`config.mk`:
```
export PLATFORM = sky130hd
export DESIGN_NAME = hps_sequencer
export DESIGN_NICKNAME = d
export VERILOG_FILES = /design/src/hps_tick.v /design/src/hps_debounce.v /design/src/hps_sequencer.v
export VERILOG_INCLUDE_DIRS = /design/src /design/src/src
export SDC_FILE = /design/constraint.sdc
export NUM_CORES = 1
export LEC_CHECK = 0
export BUFFER_PORTS_ARGS = -buffer_cell sky130_fd_sc_hd__clkbuf_2
export CORE_MARGIN = 2
export CORE_UTILIZATION = 45
export DETAILED_ROUTE_END_ITERATION = 12
export MAX_ROUTING_LAYER = met4
export SYNTH_ARGS = -nofsm -noshare
export SYNTH_HDL_FRONTEND = slang
export SYNTH_SLANG_ARGS = --single-unit
```
`constraint.sdc`:
```
create_clock -name sys_clk -period 1.85 [get_ports sys_clk]
set_clock_uncertainty 0.05 [all_clocks]
set_input_delay 0.0925 -clock sys_clk [delete_from_list [all_inputs] [get_ports sys_clk]]
set_output_delay 0.0925 -clock sys_clk [all_outputs]
set_load 0.1 [all_outputs]
```
`src/hps_regs.vh`:
```
`ifndef HPS_REGS_VH
`define HPS_REGS_VH

// system clock rate and internal timebase
`define HPS_CLK_MHZ 100
`define HPS_TICK_US 1
`define HPS_TICK_CYC (`HPS_CLK_MHZ * `HPS_TICK_US)
`define HPS_TICK_W 7

// timer width in ticks, wide enough for the power-hold window
`define HPS_TMR_W 19

// sequencing times in microseconds, as printed
`define HPS_KEY_DB_US 32000
`define HPS_CHG_DB_US 32000
`define HPS_SEQ_SHORT_US 125
`define HPS_SEQ_LONG_US 10000
`define HPS_RST_DLY_US 20000
`define HPS_HOLD_MAX_US 500000
`define HPS_PD_DLY_US 20000

// the same times as counts of timebase ticks
`define HPS_KEY_DB_TICKS (`HPS_KEY_DB_US / `HPS_TICK_US)
`define HPS_CHG_DB_TICKS (`HPS_CHG_DB_US / `HPS_TICK_US)
`define HPS_SEQ_SHORT_TICKS (`HPS_SEQ_SHORT_US / `HPS_TICK_US)
`define HPS_SEQ_LONG_TICKS (`HPS_SEQ_LONG_US / `HPS_TICK_US)
`define HPS_RST_DLY_TICKS (`HPS_RST_DLY_US / `HPS_TICK_US)
`define HPS_HOLD_MAX_TICKS (`HPS_HOLD_MAX_US / `HPS_TICK_US)
`define HPS_PD_DLY_TICKS (`HPS_PD_DLY_US / `HPS_TICK_US)

// idle levels of the debounced pins
`define HPS_KEY_IDLE 1'b0
`define HPS_CHG_IDLE 1'b1

`endif

```
`src/hps_tick.v`:
```
`timescale 1ns/100ps
`include "hps_regs.vh"

module hps_tick #(
    parameter [`HPS_TICK_W-1:0] TICK_CYC = `HPS_TICK_CYC
) (
    // clock and reset
    input wire sys_clk,
    input wire reset,
    input wire clk_en,
    // timebase
    output reg tick_r
);

reg [`HPS_TICK_W-1:0] div_r;

// free-running divider, one pulse per timebase period
always @(posedge sys_clk) begin
    if (reset) begin
        div_r <= {`HPS_TICK_W{1'b0}};
        tick_r <= 1'b0;
    end else if (clk_en) begin
        if (div_r == TICK_CYC - 1'b1) begin
            div_r <= {`HPS_TICK_W{1'b0}};
            tick_r <= 1'b1;
        end else begin
            div_r <= div_r + 1'b1;
            tick_r <= 1'b0;
        end
    end
end

endmodule

```
`src/hps_debounce.v`:
```
`timescale 1ns/100ps
`include "hps_regs.vh"

module hps_debounce #(
    parameter [`HPS_TMR_W-1:0] DB_TICKS = `HPS_KEY_DB_TICKS,
    parameter IDLE = 1'b0
) (
    // clock and reset
    input wire sys_clk,
    input wire reset,
    input wire clk_en,
    // timebase and raw pin
    input wire tick,
    input wire pin_raw,
    // filtered level
    output reg level_r
);

reg meta_r;
reg sync_r;
reg [`HPS_TMR_W-1:0] cnt_r;

// two-stage synchroniser; only sync_r is looked at
always @(posedge sys_clk) begin
    if (reset) begin
        meta_r <= IDLE;
        sync_r <= IDLE;
    end else if (clk_en) begin
        meta_r <= pin_raw;
        sync_r <= meta_r;
    end
end

// the new level must hold for the full window; any bounce restarts it
always @(posedge sys_clk) begin
    if (reset) begin
        cnt_r <= {`HPS_TMR_W{1'b0}};
        level_r <= IDLE;
    end else if (clk_en) begin
        if (sync_r == level_r) begin
            cnt_r <= {`HPS_TMR_W{1'b0}};
        end else if (tick) begin
            if (cnt_r >= DB_TICKS - 1'b1) begin
                level_r <= sync_r;
                cnt_r <= {`HPS_TMR_W{1'b0}};
            end else begin
                cnt_r <= cnt_r + 1'b1;
            end
        end
    end
end

endmodule

```
`src/hps_sequencer.v`:
```
`timescale 1ns/100ps
`include "hps_regs.vh"

// Contract
// - key wake input is debounced for 32 ms before a press counts
// - valid key press asserts wake interrupt and enables the primary regulator
// - primary good, then 125 us or 10 ms, then secondary enabled
// - both regulators good starts 20 ms timer, then host reset released
// - power-hold timer starts at reset release, allows at most 500 ms
// - power-hold rising in time clears interrupt and stays powered
// - power-hold low past 500 ms clears interrupt, resets host, powers down
// - host drops power-hold to request shutdown; device then resets host
// - secondary regulator disabled 20 ms after host reset goes low
// - secondary below 90 percent, then 125 us or 10 ms, primary disabled
// - a key press while powered does not itself power down
// - either regulator below 90 percent drives host reset low at once
// - charger detect is active low and debounced 32 ms
// - charger while powered is flagged, outputs otherwise unchanged
// - charger while off enables primary after 32 ms, normal power-up
// - charger power-up keeps wake interrupt deasserted throughout
// - while charger is attached both regulators stay on despite power-hold low
// - charger removed while power-hold low resets host and powers down
// - with charger attached, power down only if charger gone and hold low; the code also powers down on a regulator fault
// - power-good flags set at upper threshold, clear at lower threshold
module hps_sequencer #(
    parameter [`HPS_TMR_W-1:0] KEY_DB_TICKS = `HPS_KEY_DB_TICKS,
    parameter [`HPS_TMR_W-1:0] CHG_DB_TICKS = `HPS_CHG_DB_TICKS,
    parameter [`HPS_TMR_W-1:0] SEQ_SHORT_TICKS = `HPS_SEQ_SHORT_TICKS,
    parameter [`HPS_TMR_W-1:0] SEQ_LONG_TICKS = `HPS_SEQ_LONG_TICKS,
    parameter [`HPS_TMR_W-1:0] RST_DLY_TICKS = `HPS_RST_DLY_TICKS,
    parameter [`HPS_TMR_W-1:0] HOLD_MAX_TICKS = `HPS_HOLD_MAX_TICKS,
    parameter [`HPS_TMR_W-1:0] PD_DLY_TICKS = `HPS_PD_DLY_TICKS,
    parameter [`HPS_TICK_W-1:0] TICK_CYC = `HPS_TICK_CYC
) (
    // clock, reset, enable
    input wire sys_clk,
    input wire reset,
    input wire clk_en,
    // wake sources and host handshake pins
    input wire key_wake_input,
    input wire charger_detect_n,
    input wire host_power_hold,
    input wire long_delay_sel,
    // regulator comparators
    input wire pri_above_hi,
    input wire pri_below_lo,
    input wire sec_above_hi,
    input wire sec_below_lo,
    // regulator enables and host reset
    output reg primary_regulator_en,
    output reg secondary_regulator_en,
    output reg host_reset_n,
    // open-drain wake interrupt
    output wire wake_irq_n_out,
    output wire wake_irq_n_oe,
    // charger status
    output reg charger_attached,
    output reg charger_event
);

// one-hot sequencer states
localparam [6:0] ST_OFF = 7'h01;
localparam [6:0] ST_PRI = 7'h02;
localparam [6:0] ST_SEC = 7'h04;
localparam [6:0] ST_RST = 7'h08;
localparam [6:0] ST_HOLD = 7'h10;
localparam [6:0] ST_ON = 7'h20;
localparam [6:0] ST_PD = 7'h40;

// power-down phases
localparam [1:0] PD_WAIT_RST = 2'h0;
localparam [1:0] PD_WAIT_SEC = 2'h1;
localparam [1:0] PD_WAIT_PRI = 2'h2;

wire tick;
wire key_level;
wire chg_level_n;

reg [5:0] meta_r;
reg [5:0] sync_r;
reg pri_good_r;
reg sec_good_r;
reg key_d_r;
reg irq_r;
reg [6:0] state_r;
reg [6:0] state_nxt;
reg [1:0] phase_r;
reg [1:0] phase_nxt;
reg [`HPS_TMR_W-1:0] timer_r;
reg [`HPS_TMR_W-1:0] timer_nxt;
reg pri_nxt;
reg sec_nxt;
reg rst_n_nxt;
reg irq_nxt;
reg go_pd;

// timebase for every delay in the block
hps_tick #(
    .TICK_CYC(TICK_CYC)
) u_tick (
    .sys_clk(sys_clk),
    .reset(reset),
    .clk_en(clk_en),
    .tick_r(tick)
);

// key filter
hps_debounce #(
    .DB_TICKS(KEY_DB_TICKS),
    .IDLE(`HPS_KEY_IDLE)
) u_key_db (
    .sys_clk(sys_clk),
    .reset(reset),
    .clk_en(clk_en),
    .tick(tick),
    .pin_raw(key_wake_input),
    .level_r(key_level)
);

// charger filter, kept active low
hps_debounce #(
    .DB_TICKS(CHG_DB_TICKS),
    .IDLE(`HPS_CHG_IDLE)
) u_chg_db (
    .sys_clk(sys_clk),
    .reset(reset),
    .clk_en(clk_en),
    .tick(tick),
    .pin_raw(charger_detect_n),
    .level_r(chg_level_n)
);

// two-flop synchroniser for comparators, hold and delay select
always @(posedge sys_clk) begin
    if (reset) begin
        meta_r <= 6'h00;
        sync_r <= 6'h00;
    end else if (clk_en) begin
        meta_r <= {long_delay_sel, host_power_hold, sec_below_lo, sec_above_hi,
                   pri_below_lo, pri_above_hi};
        sync_r <= meta_r;
    end
end

wire pri_hi_s = sync_r[0];
wire pri_lo_s = sync_r[1];
wire sec_hi_s = sync_r[2];
wire sec_lo_s = sync_r[3];
wire hold_s = sync_r[4];
wire long_s = sync_r[5];

// hysteretic power-good flags; upper crossing wins if both are seen
always @(posedge sys_clk) begin
    if (reset) begin
        pri_good_r <= 1'b0;
        sec_good_r <= 1'b0;
    end else if (clk_en) begin
        if (pri_hi_s) begin
            pri_good_r <= 1'b1;
        end else if (pri_lo_s) begin
            pri_good_r <= 1'b0;
        end
        if (sec_hi_s) begin
            sec_good_r <= 1'b1;
        end else if (sec_lo_s) begin
            sec_good_r <= 1'b0;
        end
    end
end

wire key_press = key_level & ~key_d_r;
wire chg_att = ~chg_level_n;
wire reg_fault = ~pri_good_r | ~sec_good_r;
wire timer_done = (timer_r == {`HPS_TMR_W{1'b0}});
// the variant select is sampled live; changing it mid-sequence is not supported
wire [`HPS_TMR_W-1:0] seq_ticks = long_s ? SEQ_LONG_TICKS : SEQ_SHORT_TICKS;

// sequencer next state
always @* begin
    state_nxt = state_r;
    phase_nxt = phase_r;
    timer_nxt = timer_r;
    pri_nxt = primary_regulator_en;
    sec_nxt = secondary_regulator_en;
    rst_n_nxt = host_reset_n;
    irq_nxt = irq_r;
    go_pd = 1'b0;
    if (tick && !timer_done) begin
        timer_nxt = timer_r - 1'b1;
    end
    case (state_r)
        ST_OFF: begin
            pri_nxt = 1'b0;
            sec_nxt = 1'b0;
            rst_n_nxt = 1'b0;
            irq_nxt = 1'b0;
            timer_nxt = seq_ticks;
            if (key_press) begin
                irq_nxt = 1'b1;
                pri_nxt = 1'b1;
                state_nxt = ST_PRI;
            end else if (chg_att) begin
                // charger start leaves the interrupt released
                pri_nxt = 1'b1;
                state_nxt = ST_PRI;
            end
        end
        ST_PRI: begin
            // delay restarts until the primary is good
            if (!pri_good_r) begin
                timer_nxt = seq_ticks;
            end else if (timer_done) begin
                sec_nxt = 1'b1;
                state_nxt = ST_SEC;
            end
        end
        ST_SEC: begin
            if (pri_good_r && sec_good_r) begin
                timer_nxt = RST_DLY_TICKS;
                state_nxt = ST_RST;
            end
        end
        ST_RST: begin
            if (reg_fault) begin
                go_pd = 1'b1;
            end else if (timer_done) begin
                rst_n_nxt = 1'b1;
                timer_nxt = HOLD_MAX_TICKS;
                state_nxt = ST_HOLD;
            end
        end
        ST_HOLD: begin
            if (reg_fault) begin
                go_pd = 1'b1;
            end else if (hold_s) begin
                irq_nxt = 1'b0;
                state_nxt = ST_ON;
            end else if (timer_done) begin
                irq_nxt = 1'b0;
                if (chg_att) begin
                    state_nxt = ST_ON;
                end else begin
                    go_pd = 1'b1;
                end
            end
        end
        ST_ON: begin
            // key presses are ignored here
            if (reg_fault) begin
                go_pd = 1'b1;
            end else if (!hold_s && !chg_att) begin
                go_pd = 1'b1;
            end
        end
        ST_PD: begin
            rst_n_nxt = 1'b0;
            irq_nxt = 1'b0;
            case (phase_r)
                PD_WAIT_RST: begin
                    if (timer_done) begin
                        sec_nxt = 1'b0;
                        phase_nxt = PD_WAIT_SEC;
                    end
                end
                PD_WAIT_SEC: begin
                    timer_nxt = seq_ticks;
                    if (!sec_good_r) begin
                        phase_nxt = PD_WAIT_PRI;
                    end
                end
                PD_WAIT_PRI: begin
                    if (timer_done) begin
                        pri_nxt = 1'b0;
                        state_nxt = ST_OFF;
                        phase_nxt = PD_WAIT_RST;
                    end
                end
                default: begin
                    phase_nxt = PD_WAIT_RST;
                end
            endcase
        end
        default: begin
            state_nxt = ST_OFF;
            pri_nxt = 1'b0;
            sec_nxt = 1'b0;
            rst_n_nxt = 1'b0;
            irq_nxt = 1'b0;
        end
    endcase
    // common entry into power-down: reset first, regulators follow
    if (go_pd) begin
        rst_n_nxt = 1'b0;
        irq_nxt = 1'b0;
        timer_nxt = PD_DLY_TICKS;
        phase_nxt = PD_WAIT_RST;
        state_nxt = ST_PD;
    end
end

// sequencer registers, off after reset
always @(posedge sys_clk) begin
    if (reset) begin
        state_r <= ST_OFF;
        phase_r <= PD_WAIT_RST;
        timer_r <= {`HPS_TMR_W{1'b0}};
        primary_regulator_en <= 1'b0;
        secondary_regulator_en <= 1'b0;
        host_reset_n <= 1'b0;
        irq_r <= 1'b0;
    end else if (clk_en) begin
        state_r <= state_nxt;
        phase_r <= phase_nxt;
        timer_r <= timer_nxt;
        primary_regulator_en <= pri_nxt;
        secondary_regulator_en <= sec_nxt;
        host_reset_n <= rst_n_nxt;
        irq_r <= irq_nxt;
    end
end

// key edge and charger status; a charger while powered is only flagged
always @(posedge sys_clk) begin
    if (reset) begin
        key_d_r <= `HPS_KEY_IDLE;
        charger_attached <= 1'b0;
        charger_event <= 1'b0;
    end else if (clk_en) begin
        key_d_r <= key_level;
        charger_attached <= chg_att;
        charger_event <= chg_att & ~charger_attached & ~state_r[0];
    end
end

// pin is only ever pulled low; the board supplies the high level
assign wake_irq_n_out = 1'b0;
assign wake_irq_n_oe = irq_r;

endmodule

```
==> results of run 1 <==
final cells by class:
type,count,area [sq um],area share [%]
Inverter,15,56.3,0.717
Tap cell,143,179,2.28
Multi-Input combinational cell,486,3760,47.9
Clock inverter,7,58.8,0.749
Sequential cell,101,2070,26.3
Timing Repair Buffer,182,1500,19.1
Clock buffer,9,225,2.87
cells by family (layout without fill, tap and decap cells):
group / Yosys count / after routing / share of synthesized area (%)
xor gates and xnor gates: 41 / 41 / 6.71
and+or+nand+nor: 297 / 297 / 30.2
DFF: 101 / 101 / 37.8
adders and majority gates: 4 / 4 / 0.936
muxes: 22 / 22 / 4.12
AOI/OAI and AO/OA: 121 / 121 / 15.7
buffers and inverters: 42 / 213 / 4.49
other: 1 / 1 / 0.0701
synthesized netlist by cell type (all sizes together) (14+ instances only):
| library cell | n |
|---|---|
| inv | 15 |
| and3 | 17 |
| mux2i | 22 |
| xnor2 | 19 |
| dfxtp | 101 |
| a21oi | 36 |
| clkbuf | 14 |
| nand4 | 20 |
| nand2 | 57 |
| nor2 | 97 |
| o21ai | 30 |
| nor3 | 21 |
| xor2 | 22 |
| nand3 | 27 |
per-stage QoR:
step	setup slack, ns	instances	cell area (sq um)
6_report	-0.270	943	7850
5_1_grt	-0.365	943	7850
4_1_cts	-0.219	930	7240
3_5_place_dp	-0.375	892	6490
3_3_place_gp	-0.338	892	6490
2_1_floorplan	-0.0834	629	5390
repair_timing:
item                                    in CTS  in global routing
gates resized for setup                     76                138
setup buffers                               13                 14
pin swaps                                   35                 66
cloned                                       1                  1
hold buffers                                 8                  0
endpoints found under the setup margin      59                 63
hold endpoints to repair                     8                  0
power by group through the flow:
stage / Clock [mW] / Combinational [mW] / Sequential, mW
floorplan: 0 / 0.509 / 2.34
global placement: 0 / 0.853 / 2.33
detailed placement: 0 / 0.875 / 2.33
CTS: 1.86 / 1.02 / 2.28
global route: 1.93 / 1.26 / 2.28
finish: 1.83 / 1.18 / 2.27
worst reg2reg max path, cell delays in order, from the launching register on:
cell     delay, ns
dfxtp_2       0.34
nor3_4        0.26
buf_6         0.14
nand4_4       0.19
o31ai_2       0.32
buf_4         0.15
nand4_1       0.25
a21oi_1       0.25
nor4_2        0.06
final timing paths:
kind,start,to,cells past startpoint
setup / recovery,timer_r[15]$_SDFFE_PP0P_,timer_r[11]$_SDFFE_PP0P_,8
hold / removal,reset,u_chg_db.cnt_r[17]$_SDFFE_PP0P_,3
setup reg to reg,timer_r[15]$_SDFFE_PP0P_,timer_r[11]$_SDFFE_PP0P_,8
hold reg to reg,u_chg_db.meta_r$_SDFFE_PP1P_,u_chg_db.meta_r$_SDFFE_PP1P_,2
routing by layer:
layer	vias up	routed length, microns	track usage [%]
met5	-	0	-
met3	35	376	3.27
met4	0	459	10.5
met1	2593	6750	28.9
met2	94	7640	40.6
li1	2581	-	-
registers in the layout, summed over array words and instances (netlist names):
register,flops
charger_attached,1
charger_event,1
host_reset_n,1
key_d_r,1
meta_r,6
phase_r,2
pri_good_r,1
primary_regulator_en,1
sec_good_r,1
secondary_regulator_en,1
state_r,7
sync_r,6
timer_r,19
u_chg_db.cnt_r,19
u_chg_db.level_r,1
u_chg_db.meta_r,1
u_chg_db.sync_r,1
u_key_db.cnt_r,19
u_key_db.level_r,1
u_key_db.meta_r,1
u_key_db.sync_r,1
u_tick.div_r,7
u_tick.tick_r,1
wake_irq_n_oe,1
==> out/metrics.cfg, run 1 <==
[floorplanning]
io_pins=18
num_rows=39
die_w_microns=113
core-area_sq_mm=0.0115
initial_core_util_pct=46.4
die_area_sq_mm=0.0128
die_y_microns=113

[setup_path]
crit_path_top_delay_cell=dfxtp_2
cp.arrival_ns=2.31
cp-start-kind=flip-flop
rrSetupSlack_ns=-0.27
crit_buf_inv=2
cpPeakStageDelay_ns=0.34
path_max_fanout=5
critPathKind=flip-flop to flip-flop
cp_top_family=simple AND/OR/NAND/NOR gates
endpoint_kind=flip-flop
cp_cell_sequence=nor3_4 -> buf_6 -> nand4_4 -> o31ai_2 -> buf_4 -> nand4_1 -> a21oi_1 -> nor4_2
crit_required_ns=2.04

[detailed_routing]
drc=0
dr.pass1.iters=4
drtAntennaViolNets=0
wl_per_cell_microns=16.2
vias_per_cell=5.62
drt_iter0_drc=218
wirelength_mm=15.2
dr_total_vias=5303

[placement]
hpwlAfterDp_mm=10.5
place_congestion=0.896
numPortBuffers=16

[clock_tree]
cts.path.max_buffers=2
clk_latency_ns=0.36
cts_tree=done
cts-root-buf=clkbuf_16
cts.sink_count=101
cts_buffers=9
path_clk_slew_ns=0.07
cts_max_level=3

[global_routing]
grt_pass1_wl_mm=24.3
antenna_found_initial=0
grt_usage_pct=24.1
grt-ovfl-total=0
grt_max_degree=51
first_global_vias=5139

[finish]
postLayoutCoreUtil_pct=68.2
most-common-layout-cells=buf_4 (131), dfxtp_1 (78), nor2_1 (70)
syn2layout_area_growth_pct=46.8
n_fill_cell=909
layout_commonest_cell=buf_4
diodes=0
layout-drive-gt1-share_pct=44.4
fin_nets=810

[sta]
fmax_mhz=472
fin_crit_ns=2.12
setup_viol=32
rsz0062_at_grt=true
hold_violations=0
tightest_slew_ns=0.615
slew_headroom_pct=58.8
tns_ns=-5.05
layout_setup_ws_ns=-0.270
fin_crit_sh_pct=115
slew_violations=0
holdWs_ns=0.157

[yosys]
syn_area_sq_mm=0.00535
yosysUniqueCellTypes=83
syn-instance-count=629
synth_largest_area_cell=dfxtp_1
ys_ff_latch=101
syn_nets=644
yosysSeqAreaShare_pct=37.8
synth_top_area_share_pct=37.8
async_flop_share_pct=0
avgSynthCellArea_sq_um=8.50
ys_warn_count=0
synth-edff-count=0
synth_top_flop_cell=dfxtp_1
ys_top_cells_by_area=dfxtp_1 (38%), nor2_1 (6.6%), mux2i_1 (4.1%)

[power]
comb_power_share_pct=22.4
p_total_mw=5.29
pwr_density_cell_mw_per_mm2=674
p_leak_nw=3.05
max-vdd-ir-drop_uv=702
p_sw_mw=1.57
clockPowerShare_pct=34.6
swShare_pct=29.7
p_seq_share_pct=43.0
p_int_mw=3.72

[min_path]
hold_path_class=primary input to flip-flop

[flow_run]
drv_cap=0

[status]
violations=negative setup slack
outcome=finished with violations

Note: power is estimated with default switching activity, not from simulation.
==> run 2: changes to the inputs <==
==> constraint.sdc (replaced) <==
create_clock -name sys_clk -period 2.3 [get_ports sys_clk]
set_clock_uncertainty 0.05 [all_clocks]
set_input_delay 0.115 -clock sys_clk [delete_from_list [all_inputs] [get_ports sys_clk]]
set_output_delay 0.115 -clock sys_clk [all_outputs]
set_load 0.1 [all_outputs]
==> run 2 against run 1 <==
  * Non-clock buffer count shrank 123
  * First-iteration DRC count grew 22%
  * Critical path depth shrank 1
  * Combinational power shrank 52%
  * Cell area shrank 22%
  * Global-route usage shrank 2.6 points
  * Die area is the same
  * Fmax shrank 5.2%
  * Largest cell class unchanged
  * Power shrank 27%
  * Setup slack gained 0.33 ns
  * Wire length shrank 14%
  * The flow finishes with violations (design-rule violations)
  * Register-to-register slack gained 0.33 ns
==> out/metrics.cfg, run 2 (synthesized netlist as in run 1, its figures left out) <==
[sta]
tightest_slew_ns=0.625
layout_setup_ws_ns=0.0647
tns_ns=0
hold_violations=0
setup_viol=0
slew_violations=0
fmax_mhz=447
holdWs_ns=0.138
fin_crit_sh_pct=97.2
slew_headroom_pct=58.2
rsz0062_at_grt=true
fin_crit_ns=2.24

[placement]
place_ws_ns=-0.0606
hpwlAfterDp_mm=9.56
numPortBuffers=16
place_congestion=0.923
dp.cells=793
placed_area_sq_mm=0.00566

[status]
outcome=finished with violations
violations=design-rule violations

[setup_path]
cp.arrival_ns=2.44
crit_path_top_delay_cell=dfxtp_1
crit_required_ns=2.50
endpoint_kind=flip-flop
cp_cell_sequence=nor2b_1 -> nand3_4 -> o211ai_4 -> nor2_4 -> nand3_1 -> or3_1 -> o221a_2
crit_buf_inv=0
cpPeakStageDelay_ns=0.56
cp_top_family=simple AND/OR/NAND/NOR gates
cp-start-kind=flip-flop
path_max_fanout=8
critPathKind=flip-flop to flip-flop

[finish]
fin_area_sq_mm=0.00610
layout_commonest_cell=dfxtp_1
n_fill_cell=1079
seq_area_sq_mm=0.00203
fin_nets=687
multi_input_area_sq_mm=0.00315
syn2layout_area_growth_pct=14.1
fin_cells=820
postLayoutCoreUtil_pct=53.0
most-common-layout-cells=dfxtp_1 (98), nor2_1 (93), nand2_1 (55)
layout-drive-gt1-share_pct=17.0
diodes=0
largest_registers=timer_r (19), u_chg_db.cnt_r (19), u_key_db.cnt_r (19)

[clock_tree]
cts-root-buf=clkbuf_16
clk_latency_ns=0.36
path_clk_slew_ns=0.07
cts_buffers=9
cts_tree=done
cts.sink_count=101
cts_max_level=3
cts.path.max_buffers=2

[global_routing]
grt_max_degree=36
grt-ovfl-total=0
grt_pass1_wl_mm=21.3
grt_usage_pct=21.5
first_global_vias=4379
antenna_found_initial=0

[floorplanning]
die_area_sq_mm=0.0128
die_y_microns=113
core-area_sq_mm=0.0115
die_w_microns=113
io_pins=18
num_rows=39
initial_core_util_pct=46.4

[detailed_routing]
wl_per_cell_microns=15.9
dr.pass1.iters=9
vias_per_cell=5.70
drc=1
drtAntennaViolNets=0
wirelength_mm=13.0
dr_total_vias=4676
drt_iter0_drc=265

[flow_run]
drv_cap=0

[power]
p_leak_nw=2.29
max-vdd-ir-drop_uv=468
p_total_mw=3.88
pwr_density_cell_mw_per_mm2=635

[min_path]
hold_path_class=primary input to flip-flop

## run 2: worst paths after layout
path	cells past startpoint	endpoint	slack [ns]	from
max reg2reg	7	timer_r[5]$_SDFFE_PP0P_	0.06	state_r[2]$_SDFFE_PP0P_
min	2	timer_r[1]$_SDFFE_PP0P_	0.14	reset
min reg2reg	2	u_chg_db.meta_r$_SDFFE_PP1P_	0.43	u_chg_db.meta_r$_SDFFE_PP1P_
max	7	timer_r[5]$_SDFFE_PP0P_	0.06	state_r[2]$_SDFFE_PP0P_
## run 2: worst reg2reg max path: stages (launching register included)
cell      delay, ns
dfxtp_1        0.56
nor2b_1        0.18
nand3_4        0.15
o211ai_4       0.13
nor2_4         0.25
nand3_1        0.18
or3_1          0.40
o221a_2        0.23
## run 2: cell type report
class	instances	share of cell area, %
inverter	15	0.923
multi-input combinational	486	51.5
timing repair buffer	59	6.93
tap	143	2.93
sequential	101	33.2
clock inverter	5	0.677
clock buffer	11	3.81
## run 2: power by group
group	switching [mW]	internal (mW)	leakage (nW)	total (mW)
sequential	0.0595	1.79	0.820	1.85
combinational	0.343	0.227	1.35	0.570
clock	0.706	0.746	0.127	1.45
total	1.11	2.77	2.29	3.88
## run 2: repair_timing
item / in CTS / in global routing
pin swaps: 0 / 4
endpoints found under the hold margin: 8 / 0
cloned: 0 / 0
buffers inserted: 0 / 3
gates resized for setup: 1 / 18
hold buffers: 8 / 0
setup endpoints to repair: 5 / 33
## run 2: per-layer routing
layer	vias to the layer above	GRT usage (%)	share of wire (%)
met2	98	33.7	46
met5	-	-	0
met1	2219	27.4	48
met4	0	8.37	2.6
met3	24	4.50	3.4
li1	2335	-	-
